--- src/include/spc_pkg.sv ---
// shared constants and carriers for the scsi/pci parity block
package spc_pkg;

	// register bus geometry
	localparam int ADDR_W = 4;                 // register index width
	localparam int DATA_W = 8;                 // register data width

	// register offsets
	localparam logic [3:0] OFF_SCSI_CTRL_A  = 4'h0;  // scsi_control_reg_a
	localparam logic [3:0] OFF_SCSI_CTRL_B  = 4'h1;  // scsi_control_reg_b
	localparam logic [3:0] OFF_SCSI_IEN_A   = 4'h2;  // scsi_interrupt_enable_a
	localparam logic [3:0] OFF_SCSI_IST_A   = 4'h3;  // scsi_interrupt_status_a
	localparam logic [3:0] OFF_SCSI_STAT_A  = 4'h4;  // scsi_status_a
	localparam logic [3:0] OFF_SCSI_STAT_B  = 4'h5;  // scsi_status_b
	localparam logic [3:0] OFF_SCSI_STAT_C  = 4'h6;  // scsi_status_c
	localparam logic [3:0] OFF_CHIP_TEST_D  = 4'h7;  // chip_test_reg_d
	localparam logic [3:0] OFF_DMA_STAT     = 4'h8;  // dma_status_reg
	localparam logic [3:0] OFF_DMA_IEN      = 4'h9;  // dma_interrupt_enable_reg

	// field positions
	localparam int BIT_ATN_ON_ERR   = 1;  // scsi_control_reg_a
	localparam int BIT_PAR_CHK_EN   = 3;  // scsi_control_reg_a
	localparam int BIT_EVEN_PAR     = 2;  // scsi_control_reg_b
	localparam int BIT_DIS_HALT     = 5;  // scsi_control_reg_b
	localparam int BIT_SCSI_PE      = 0;  // interrupt enable and interrupt status a
	localparam int BIT_LIVE_PAR     = 0;  // status a (low) and c (high)
	localparam int BIT_LATCH_PAR    = 3;  // status b (low) and c (high)
	localparam int BIT_MASTER_PE_EN = 3;  // chip_test_reg_d
	localparam int BIT_MDPE         = 6;  // dma status / enable
	localparam int BIT_BYTE_PE      = 1;  // dma status / enable

	// reset values
	localparam logic [7:0] RST_CTRL_A = 8'h00;  // checking off
	localparam logic [7:0] RST_CTRL_B = 8'h00;  // odd sense, halt enabled
	localparam logic [7:0] RST_IEN    = 8'h00;  // all interrupts masked
	localparam logic [7:0] RST_TEST_D = 8'h00;  // master check off

	// received scsi word from the input latch logic
	typedef struct packed {
		logic [15:0] data;    // two byte lanes
		logic [1:0]  par;     // parity lines, low lane in bit 0
		logic        wide;    // high lane valid
	} spc_scsi_rx_t;

	// one pci data phase towards or from the pins
	typedef struct packed {
		logic [31:0] ad;      // address/data
		logic [3:0]  bpar;    // per-byte parity
	} spc_pci_word_t;

endpackage : spc_pkg

--- src/hdl/spc_parity.sv ---
// Local design decisions: strobed register access and the placing of the registers.
`timescale 1ns/1ps
// Functional notes
// checking enabled: odd-parity check each received byte
// checking off: no errors, parity still generated
// even select: 0 odd, 1 even outgoing
// initiator with attention enable: raise ATN
// detected scsi parity error sets status flag
// interrupt only when parity-error enable set
// halt enable: halt on error, both roles
// halt disabled, target: stop at transfer end
// live low/high parity line status bits
// latched odd parity per captured lane
// master parity check only when enabled
// target-signalled error sets master status
// masked master error sets status, no irq
// check incoming pci bytes against byte pins
// drive generated byte parity on pins
// byte parity error: fatal, stop script processor
// masked byte error sets status, no irq
// standard pci parity untouched; host drives pins
// parity computed separately per eight-bit lane
module spc_parity (
	input  wire logic                  SYS_CLK,       // 10 MHz device clock
	input  wire logic                  RST_N,         // synchronous reset, active low
	input  wire logic [3:0]            REG_ADDR,      // register index
	input  wire logic [7:0]            REG_WDATA,     // write data
	input  wire logic                  REG_WR,        // write strobe
	input  wire logic                  REG_RD,        // read strobe
	output logic      [7:0]            REG_RDATA,     // read data, cycle after strobe
	input  wire logic                  SCSI_PAR_PIN0, // raw low parity line level
	input  wire logic                  SCSI_PAR_PIN1, // raw high parity line level
	input  wire logic                  RX_STROBE,     // input latch captured a word
	input  wire spc_pkg::spc_scsi_rx_t RX_WORD,       // captured word
	input  wire logic                  TX_STROBE,     // outgoing word presented
	input  wire logic [15:0]           TX_DATA,       // outgoing data
	output logic      [1:0]            TX_PAR,        // generated scsi parity
	input  wire logic                  IS_INITIATOR,  // 1 initiator, 0 target
	input  wire logic                  XFER_DONE,     // current transfer finished
	input  wire logic                  ATN_RELEASE,   // phase logic drops attention
	input  wire logic                  HALT_ACK,      // phase logic resumes
	output logic                       SCSI_ATN,      // attention request
	output logic                       SCSI_HALT,     // stop scsi operation
	input  wire logic                  MASTER_PHASE,  // own master data phase
	input  wire logic                  TARGET_PERR,   // target signalled parity error
	input  wire logic                  PCI_IN_VALID,  // master read / slave write data
	input  wire spc_pkg::spc_pci_word_t PCI_IN,       // incoming ad and byte parity
	input  wire logic                  PCI_OUT_VALID, // master write / slave read data
	input  wire logic [31:0]           PCI_AD_OUT,    // outgoing ad
	output logic      [3:0]            PCI_BPAR_OUT,  // generated byte parity
	output logic                       PCI_BPAR_OE,   // byte parity pins driven
	output logic                       SCRIPT_STOP,   // fatal stop of script processor
	output logic                       IRQ            // interrupt request, active high
);
	import spc_pkg::*;

	// odd parity bit for one byte: makes the nine-bit total odd
	function automatic logic odd_bit(input logic [7:0] b);
		odd_bit = ~(^b);
	endfunction : odd_bit

	// pci byte parity: even over byte plus parity bit
	function automatic logic even_bit(input logic [7:0] b);
		even_bit = ^b;
	endfunction : even_bit

	// control registers
	logic [7:0] ctrl_a;         // check enable, attention enable
	logic [7:0] ctrl_b;         // parity sense, halt disable
	logic [7:0] ien_a;          // scsi parity interrupt enable
	logic [7:0] test_d;         // master parity check enable
	logic [7:0] dma_ien;        // dma interrupt enables

	// status flags
	logic       scsi_pe;        // sticky scsi parity error
	logic       mdpe;           // sticky master data parity error
	logic       byte_pe;        // sticky byte parity error
	logic [1:0] latch_par;      // odd parity of captured lanes

	// pin synchronisers, three stages each
	logic [1:0] par_s1;         // first stage, read only by second
	logic [1:0] par_s2;         // second stage
	logic [1:0] par_s3;         // third stage
	logic [1:0] live_par;       // accepted line level

	// decoded controls
	logic       chk_en;         // scsi checking on
	logic       atn_en;         // attention on error
	logic       even_sel;       // even outgoing sense
	logic       dis_halt;       // target-mode halt deferred
	logic       halt_pending;   // target halt waiting for transfer end

	// per-lane check results
	logic [1:0] lane_bad;       // lane mismatch
	logic       scsi_err;       // one-cycle error event
	logic [3:0] byte_bad;       // pci lane mismatch
	logic       bp_err;         // one-cycle byte parity event
	logic       mdpe_evt;       // one-cycle master error event
	logic       wr_ist;         // write to scsi interrupt status a
	logic       wr_dst;         // write to dma status

	assign chk_en   = ctrl_a[BIT_PAR_CHK_EN];
	assign atn_en   = ctrl_a[BIT_ATN_ON_ERR];
	assign even_sel = ctrl_b[BIT_EVEN_PAR];
	assign dis_halt = ctrl_b[BIT_DIS_HALT];
	assign wr_ist   = REG_WR && (REG_ADDR == OFF_SCSI_IST_A);
	assign wr_dst   = REG_WR && (REG_ADDR == OFF_DMA_STAT);

	// lane checks; high lane only counts on wide words
	always_comb begin
		lane_bad[0] = (odd_bit(RX_WORD.data[7:0]) != RX_WORD.par[0]);
		lane_bad[1] = RX_WORD.wide
			&& (odd_bit(RX_WORD.data[15:8]) != RX_WORD.par[1]);
		scsi_err    = RX_STROBE && chk_en && (lane_bad != 2'b00);
	end

	// pci byte checks; PAR itself is checked elsewhere and never consulted here
	always_comb begin
		for (int i = 0; i < 4; i++) begin
			byte_bad[i] = (even_bit(PCI_IN.ad[8*i +: 8]) != PCI_IN.bpar[i]);
		end
		bp_err   = PCI_IN_VALID && (byte_bad != 4'h0);
		mdpe_evt = MASTER_PHASE && TARGET_PERR && test_d[BIT_MASTER_PE_EN];
	end

	// software-written control registers
	always_ff @(posedge SYS_CLK) begin
		if (!RST_N) begin
			ctrl_a  <= RST_CTRL_A;
			ctrl_b  <= RST_CTRL_B;
			ien_a   <= RST_IEN;
			test_d  <= RST_TEST_D;
			dma_ien <= RST_IEN;
		end else if (REG_WR) begin
			unique case (REG_ADDR)
				OFF_SCSI_CTRL_A: ctrl_a  <= REG_WDATA;
				OFF_SCSI_CTRL_B: ctrl_b  <= REG_WDATA;
				OFF_SCSI_IEN_A:  ien_a   <= REG_WDATA;
				OFF_CHIP_TEST_D: test_d  <= REG_WDATA;
				OFF_DMA_IEN:     dma_ien <= REG_WDATA;
				default: begin
					// status and unmapped writes leave controls alone
				end
			endcase
		end
	end

	// live parity line synchroniser; a level counts once stages two and three agree
	always_ff @(posedge SYS_CLK) begin
		if (!RST_N) begin
			par_s1   <= 2'h0;
			par_s2   <= 2'h0;
			par_s3   <= 2'h0;
			live_par <= 2'h0;
		end else begin
			par_s1 <= {SCSI_PAR_PIN1, SCSI_PAR_PIN0};
			par_s2 <= par_s1;
			par_s3 <= par_s2;
			for (int i = 0; i < 2; i++) begin
				if (par_s2[i] == par_s3[i]) begin
					live_par[i] <= par_s3[i];
				end
			end
		end
	end

	// latched parity follows each captured word, odd sense regardless of checking
	always_ff @(posedge SYS_CLK) begin
		if (!RST_N) begin
			latch_par <= 2'h0;
		end else if (RX_STROBE) begin
			latch_par[0] <= odd_bit(RX_WORD.data[7:0]);
			latch_par[1] <= odd_bit(RX_WORD.data[15:8]);
		end
	end

	// scsi parity error flag; write one clears, a new error wins over the clear
	always_ff @(posedge SYS_CLK) begin
		if (!RST_N) begin
			scsi_pe <= 1'b0;
		end else if (scsi_err) begin
			scsi_pe <= 1'b1;
		end else if (wr_ist && REG_WDATA[BIT_SCSI_PE]) begin
			scsi_pe <= 1'b0;
		end
	end

	// dma-side error flags, same set-over-clear priority
	always_ff @(posedge SYS_CLK) begin
		if (!RST_N) begin
			mdpe    <= 1'b0;
			byte_pe <= 1'b0;
		end else begin
			if (mdpe_evt) begin
				mdpe <= 1'b1;
			end else if (wr_dst && REG_WDATA[BIT_MDPE]) begin
				mdpe <= 1'b0;
			end
			if (bp_err) begin
				byte_pe <= 1'b1;
			end else if (wr_dst && REG_WDATA[BIT_BYTE_PE]) begin
				byte_pe <= 1'b0;
			end
		end
	end

	// outgoing scsi parity per lane, sense from the select bit, always generated
	always_ff @(posedge SYS_CLK) begin
		if (!RST_N) begin
			TX_PAR <= 2'h0;
		end else if (TX_STROBE) begin
			TX_PAR[0] <= odd_bit(TX_DATA[7:0]) ^ even_sel;
			TX_PAR[1] <= odd_bit(TX_DATA[15:8]) ^ even_sel;
		end
	end

	// attention: initiator only, held until the phase logic releases it
	always_ff @(posedge SYS_CLK) begin
		if (!RST_N) begin
			SCSI_ATN <= 1'b0;
		end else if (scsi_err && atn_en && IS_INITIATOR) begin
			SCSI_ATN <= 1'b1;
		end else if (ATN_RELEASE) begin
			SCSI_ATN <= 1'b0;
		end
	end

	// halt: at once unless a target has halting deferred to transfer end
	always_ff @(posedge SYS_CLK) begin
		if (!RST_N) begin
			SCSI_HALT    <= 1'b0;
			halt_pending <= 1'b0;
		end else begin
			if (scsi_err && (!dis_halt || IS_INITIATOR)) begin
				SCSI_HALT <= 1'b1;
			end else if (halt_pending && XFER_DONE) begin
				SCSI_HALT <= 1'b1;
			end else if (HALT_ACK) begin
				SCSI_HALT <= 1'b0;
			end
			// deferred request survives until the transfer completes
			if (scsi_err && dis_halt && !IS_INITIATOR) begin
				halt_pending <= 1'b1;
			end else if (XFER_DONE) begin
				halt_pending <= 1'b0;
			end
		end
	end

	// pci byte parity generation on outgoing phases; host must accept the pins
	always_ff @(posedge SYS_CLK) begin
		if (!RST_N) begin
			PCI_BPAR_OUT <= 4'h0;
			PCI_BPAR_OE  <= 1'b0;
		end else begin
			PCI_BPAR_OE <= PCI_OUT_VALID;
			for (int i = 0; i < 4; i++) begin
				PCI_BPAR_OUT[i] <= even_bit(PCI_AD_OUT[8*i +: 8]);
			end
		end
	end

	// fatal stop follows the byte error flag; masking the interrupt does not lift it
	always_ff @(posedge SYS_CLK) begin
		if (!RST_N) begin
			SCRIPT_STOP <= 1'b0;
		end else begin
			SCRIPT_STOP <= byte_pe || bp_err;
		end
	end

	// interrupt request, each source gated by its own enable
	always_ff @(posedge SYS_CLK) begin
		if (!RST_N) begin
			IRQ <= 1'b0;
		end else begin
			IRQ <= (scsi_pe && ien_a[BIT_SCSI_PE])
				|| (mdpe && dma_ien[BIT_MDPE])
				|| (byte_pe && dma_ien[BIT_BYTE_PE]);
		end
	end

	// read data, valid only in the cycle after the strobe
	always_ff @(posedge SYS_CLK) begin
		if (!RST_N) begin
			REG_RDATA <= 8'h00;
		end else if (REG_RD) begin
			unique case (REG_ADDR)
				OFF_SCSI_CTRL_A: REG_RDATA <= ctrl_a;
				OFF_SCSI_CTRL_B: REG_RDATA <= ctrl_b;
				OFF_SCSI_IEN_A:  REG_RDATA <= ien_a;
				OFF_SCSI_IST_A:  REG_RDATA <= {7'h00, scsi_pe};
				OFF_SCSI_STAT_A: REG_RDATA <= {7'h00, live_par[0]};
				OFF_SCSI_STAT_B: REG_RDATA <= {4'h0, latch_par[0], 3'h0};
				OFF_SCSI_STAT_C: REG_RDATA <= {4'h0, latch_par[1], 2'h0, live_par[1]};
				OFF_CHIP_TEST_D: REG_RDATA <= test_d;
				OFF_DMA_STAT:    REG_RDATA <= {1'b0, mdpe, 4'h0, byte_pe, 1'b0};
				OFF_DMA_IEN:     REG_RDATA <= dma_ien;
				default:         REG_RDATA <= 8'h00;
			endcase
		end else begin
			// only one cycle of valid data after a read
			REG_RDATA <= 8'h00;
		end
	end

endmodule : spc_parity

--- config.mk ---
export PLATFORM = sky130hd
export DESIGN_NAME = spc_parity
export DESIGN_NICKNAME = d
export VERILOG_FILES = /design/src/include/spc_pkg.sv /design/src/hdl/spc_parity.sv
export SDC_FILE = /design/constraint.sdc
export NUM_CORES = 1
export LEC_CHECK = 0
export BUFFER_PORTS_ARGS = -buffer_cell sky130_fd_sc_hd__buf_4
export CAP_MARGIN = 10
export CELL_PAD_IN_SITES_DETAIL_PLACEMENT = 1
export CELL_PAD_IN_SITES_GLOBAL_PLACEMENT = 2
export CORE_ASPECT_RATIO = 1.5
export CORE_MARGIN = 2
export CORE_UTILIZATION = 30
export DETAILED_ROUTE_END_ITERATION = 10
export HOLD_SLACK_MARGIN = 0.08
export PLACE_DENSITY = 0.82
export REMOVE_ABC_BUFFERS = 1
export SYNTH_ARGS = -nofsm -noshare
export SYNTH_HDL_FRONTEND = slang
export SYNTH_SLANG_ARGS = --single-unit
--- constraint.sdc ---
create_clock -name SYS_CLK -period 2.8 [get_ports SYS_CLK]
set_clock_uncertainty 0.05 [all_clocks]
set_input_delay 0.14 -clock SYS_CLK [delete_from_list [all_inputs] [get_ports SYS_CLK]]
set_output_delay 0.14 -clock SYS_CLK [all_outputs]
set_load 0.05 [all_outputs]
### After elaboration in Yosys (flattened, before gate mapping)

Index checks and enable logic that the tools add are counted.

* bitwise operators: 6
* eq/ne operators: 17
* muxes and demuxes: 14
* reductions and logical operators: 53

Operators by type and width (number)
* 8-bit XOR reduction: 12
* 8-bit one-hot mux with 10 select lines: 1
* 1-bit logical AND: 20
* 4-bit by 3-bit == test with 1-bit output (second input constant): 4
* 1-bit two-way mux: 13
* 2-bit AND reduction: 6
* 2-bit nonzero test: 6
* 4-bit by 2-bit == test with 1-bit output (second input constant): 2
* 4-bit == test (second input constant): 2
* 1-bit != test: 6
* 4-bit by 1-bit == test with 1-bit output (second input constant): 1
* 4-bit zero test: 1
* 1-bit logical OR: 4
* 1-bit inverter: 4
* 4-bit nonzero test: 1
* 3-bit nonzero test: 1
* 1-bit == test: 2
* 1-bit zero test: 2
* 1-bit bitwise XOR: 2

* input bits: 131
* logic and storage cells: 113
* register bits: 73

### Depth between registers and ports, before layout

* depth after elaboration: 9
* mapped depth: 6

### Worst setup path after synthesis

Ideal clock, no wire load.

* path kind: input to register
* start point: input port PCI_IN[22] (netlist name)
* end point: register SCRIPT_STOP
* setup slack: 1330 ps
* cell stages on the path: 5
* data arrival time: 1286 ps
* path buffers: 0
* setup time: 134 ps
* data required time: 2616 ps
* cells stage by stage: xnor2_1 xnor3_1 xnor2_1 o41ai_1 a21boi_0

* longest elaborated chain between the ends: 5

Ends and longest elaborated chain
* start: declaration: line spc_parity.sv:47 `input wire spc_pkg::spc_pci_word_t PCI_IN,`
* 8-bit XOR reduction: line spc_parity.sv:64 `even_bit = ^b;`
* 1-bit != test: line spc_parity.sv:120 `byte_bad[i] = (even_bit(PCI_IN.ad[8*i +: 8]) != PCI_IN.bpar[i]);`
* 4-bit nonzero test: line spc_parity.sv:122 `bp_err = PCI_IN_VALID && (byte_bad != 4'h0);`
* 1-bit logical AND: line spc_parity.sv:122
* 1-bit logical OR: line spc_parity.sv:268 `SCRIPT_STOP <= byte_pe || bp_err;`
* end signal: assignment: line spc_parity.sv:268
* end: declaration: line spc_parity.sv:52 `output logic SCRIPT_STOP,`

Every way passes these cells.
A chain may end at the register's enable or synchronous reset.

### Worst setup path after layout

* start point: input port RX_WORD[6] (netlist name)
* end point: register SCSI_HALT

* longest elaborated chain between the ends: 7

Ends and longest elaborated chain
* start: declaration: line spc_parity.sv:34 `input wire spc_pkg::spc_scsi_rx_t RX_WORD,`
* 8-bit XOR reduction *: line spc_parity.sv:59 `odd_bit = ~(^b);`
* 1-bit inverter *: line spc_parity.sv:59
* 1-bit != test *: line spc_parity.sv:111 `lane_bad[0] = (odd_bit(RX_WORD.data[7:0]) != RX_WORD.par[0]);`
* 2-bit nonzero test *: line spc_parity.sv:114 `scsi_err = RX_STROBE && chk_en && (lane_bad != 2'b00);`
* 1-bit logical AND *: line spc_parity.sv:114
* 1-bit logical AND *: line spc_parity.sv:234 `if (scsi_err && (!dis_halt || IS_INITIATOR)) begin`
* 3-bit nonzero test (no line) / 1-bit two-way mux (equally long branches)
* end signal: assignment: line spc_parity.sv:235 `SCSI_HALT <= 1'b1;`
* end signal: assignment: line spc_parity.sv:237 `SCSI_HALT <= 1'b1;`
* end signal: assignment: line spc_parity.sv:239 `SCSI_HALT <= 1'b0;`
* end: declaration: line spc_parity.sv:43 `output logic SCSI_HALT,`

Every way passes the cells marked *; elsewhere a longest branch is shown, timed or not.

==> run metrics <==
GPL Wtd Cong 0.782; Relative slew margins 58.4%; CP Max Fanout 4; diodes inserted 0; Synth Cell Area 3820 um2; Vias 3,670; clk slew on worst S/H paths 0.06 ns; Crit path required time roughly 3.0 ns; final setup fails 0; FMAX 0.500 GHz; # DRC 0; Final Cycle Share slightly above 70%; CP Cell Sequence buf_4, xnor2_1, xnor2_1, xnor3_1, a32oi_2, o21ai_1, dlygate4sd3_1; commonest cells after routing, fill and taps aside 156 x buf_4, 73 x dfxtp_1, 68 x xnor2_1; met1 WL 4300 um; Peak VDD IR 0.294 mV; status completed; post-CTS setup buffer count 0; worst hold stages 4; worst hold path class input pin to register; DRT iter0 DRCs approximately 140; # IOs 150; RSZ-0062 raised after global routing false; Starting Density 30.7%; dpl hpwl 8730 um; YS warnings 0; R2R Setup Slk around 1.1 ns; Place WS between 0.9 and 1 ns; Routed Antenna Nets 0; sequential area share after synthesis 38.2%; Hold Crit Endpoint ctrl_b[5]$_SDFFE_PN0P_; Clock Tree Buf Depth 2; register bit total from synthesis 73; vias in the first global route 3,924; min-delay src REG_ADDR[3]; WS Path Type input pin to register; worst-skew pair later-pin latency 0.34 ns; Max stage delay on crit path 0.56 ns; Synth area leader dfxtp_1; Netlist cell types 40; routed len/inst 16.2 um; Worst Hold Slack 0.253 ns; Total Wirelength 12,000 um; area grow syn2layout 47.5%; Avg Inst Size Synth 9.26 um2; Top Metal Used met4; final setup margin 0.799 ns; Max Slew Vio Count 0; clock sinks 73; post-synth top area share between 30% and 40%; Reg2Reg Depth 4; worst slew pin tran between 0.6 and 0.7 ns; grt ovf 0; top post-synthesis cells by area dfxtp_1 38%, xnor2_1 16%, a21boi_0 8.2%, nand2_1 5.6%, nand3_1 5.5%; static leakage 0.00222 uW; fillcell total approximately 1,500; Placed Area 5100 um2; crit path DAT ~2.2 ns; final setup TNS 0 ns; TritonCTS clock tree built; met2 WL 6580 um; Crit. End Element register; Final Cell Area about 5600 um2; Fin. Hold Viols 0; DR pass1 iterations 4; WL met3 869 um; Setup crit start kind input pin; Die Width 96.2 um; reg-to-reg startpoint ctrl_a[3]$_SDFFE_PN0P_; pwr dens 537 nW/um2; clock root buffer clkbuf_16; CTS H-tree lvls 3; CP max stage cell dlygate4sd3_1; layout cells sized above 1 30.2%; CP dominant cell by count xnor2_1; Die Span Y 142 um; Placement Rows 50; global-route wire length before repair 18,700 um; Syn Inst Count slightly above 400; Num CTS Buffers 9; largest net degree at the start of global routing 69; final net count 712; post-layout min period 2.00 ns; die area approximately 14,000 um2; PortBufs between 100 and 150; number of max-cap violations 0; leading cell type in the layout, fill and taps excluded buf_4; initial antenna violation count 0; r2r endpoint SCSI_HALT$_SDFFE_PN0P_; family with the most delay on the worst path XOR/XNOR gates; cts repair resizes 0; GRT Total Usage 17.9%; WP buf/inv 2; CTS Hold Bufs 22; via/cell ratio 4.95; core box area 12,400 um2; crit path from RX_WORD[6]
-- cell type report --
cell class	count	area [um2]	area share, %
Multi-Input combinational cell	316	2260	40.1
Sequential cell	73	1460	25.9
Timing Repair Buffer	178	1390	24.7
Clock buffer	9	225	3.99
Tap cell	156	195	3.46
Clock inverter	7	93.8	1.66
Inverter	3	11.3	0.200
-- Yosys cell counts, drive strengths merged --
cell and instances:
a221oi 4, a22o 1, a21oi 5, nand3b 6, a22oi 10, nand4 1
nand2b 3, buf 9, nor4b 1, inv 3, xnor2 68, nor2b 5
nand3 42, o41ai 1, o21ai 9, nor2 4, o211a 2, a31oi 4
dfxtp 73, nor3 4, a2111oi 1, a222oi 1, nand2 57, mux2i 6
xnor3 8, and2 11, xor2 10, a21boi 45, a41o 1, nor4 2
a32oi 2, and3 1, nand4b 1, clkbuf 12
-- worst register-to-register path: stages (launching register included) --
cell and delay, ns:
dfxtp_1 0.36, and3_1 0.17, a32oi_2 0.35, o21ai_1 0.13
dlygate4sd3_1 0.56
-- stage by stage --
step	utilization [%]	instances	power (uW)
after global routing	45.3	742	3170
after global placement	41.0	704	1780
after detailed placement	41.0	704	1800
after floorplan	-	392	1510
final	45.3	742	3030
after CTS	45.3	742	3070
-- kinds of logic after synthesis --
logic type	share of synthesized area [%]
AO/OA/AOI/OAI	16.6
XOR/XNOR	22.6
buffers and inverters	2.65
flip-flops	38.2
multiplexers	1.57
AND/OR/NAND/NOR	18.4
-- power breakdown --
| group | leakage [uW] | internal [uW] | switching (uW) |
|---|---|---|---|
| Clock | 0.000152 | 780 | 462 |
| Combinational | 0.00147 | 380 | 311 |
| Sequential | 0.000593 | 1080 | 17.7 |
| Total | 0.00222 | 2240 | 791 |
-- registers in the layout, summed over array words and instances, names as in the netlist, 2 cells and up --
| register | count |
|---|---|
| PCI_BPAR_OUT | 4 |
| REG_RDATA | 8 |
| TX_PAR | 2 |
| ctrl_a | 8 |
| ctrl_b | 8 |
| dma_ien | 8 |
| ien_a | 8 |
| latch_par | 2 |
| live_par | 2 |
| par_s1 | 2 |
| par_s2 | 2 |
| par_s3 | 2 |
| test_d | 8 |
-- per-layer routing --
metal / track usage, % / vias to the layer above
li1: - / 1765
met1: 18.7 / 1764
met2: 33.4 / 125
met3: 4.03 / 16
met4: 6.77 / 0
met5: 0 / -
-- worst max path at each step --
stage / endpoint / slack, ns / cells after the start
final: SCSI_HALT$_SDFFE_PN0P_ / 0.80 / 7
after global routing: SCSI_HALT$_SDFFE_PN0P_ / 0.74 / 7
after CTS: SCSI_HALT$_SDFFE_PN0P_ / 0.80 / 7
after detailed placement: SCSI_HALT$_SDFFE_PN0P_ / 0.99 / 6
after global placement: SCSI_HALT$_SDFFE_PN0P_ / 1.06 / 6
after floorplan: SCRIPT_STOP$_SDFF_PN0_ / 1.33 / 5
No activity file was read; power rests on OpenSTA's default activity.
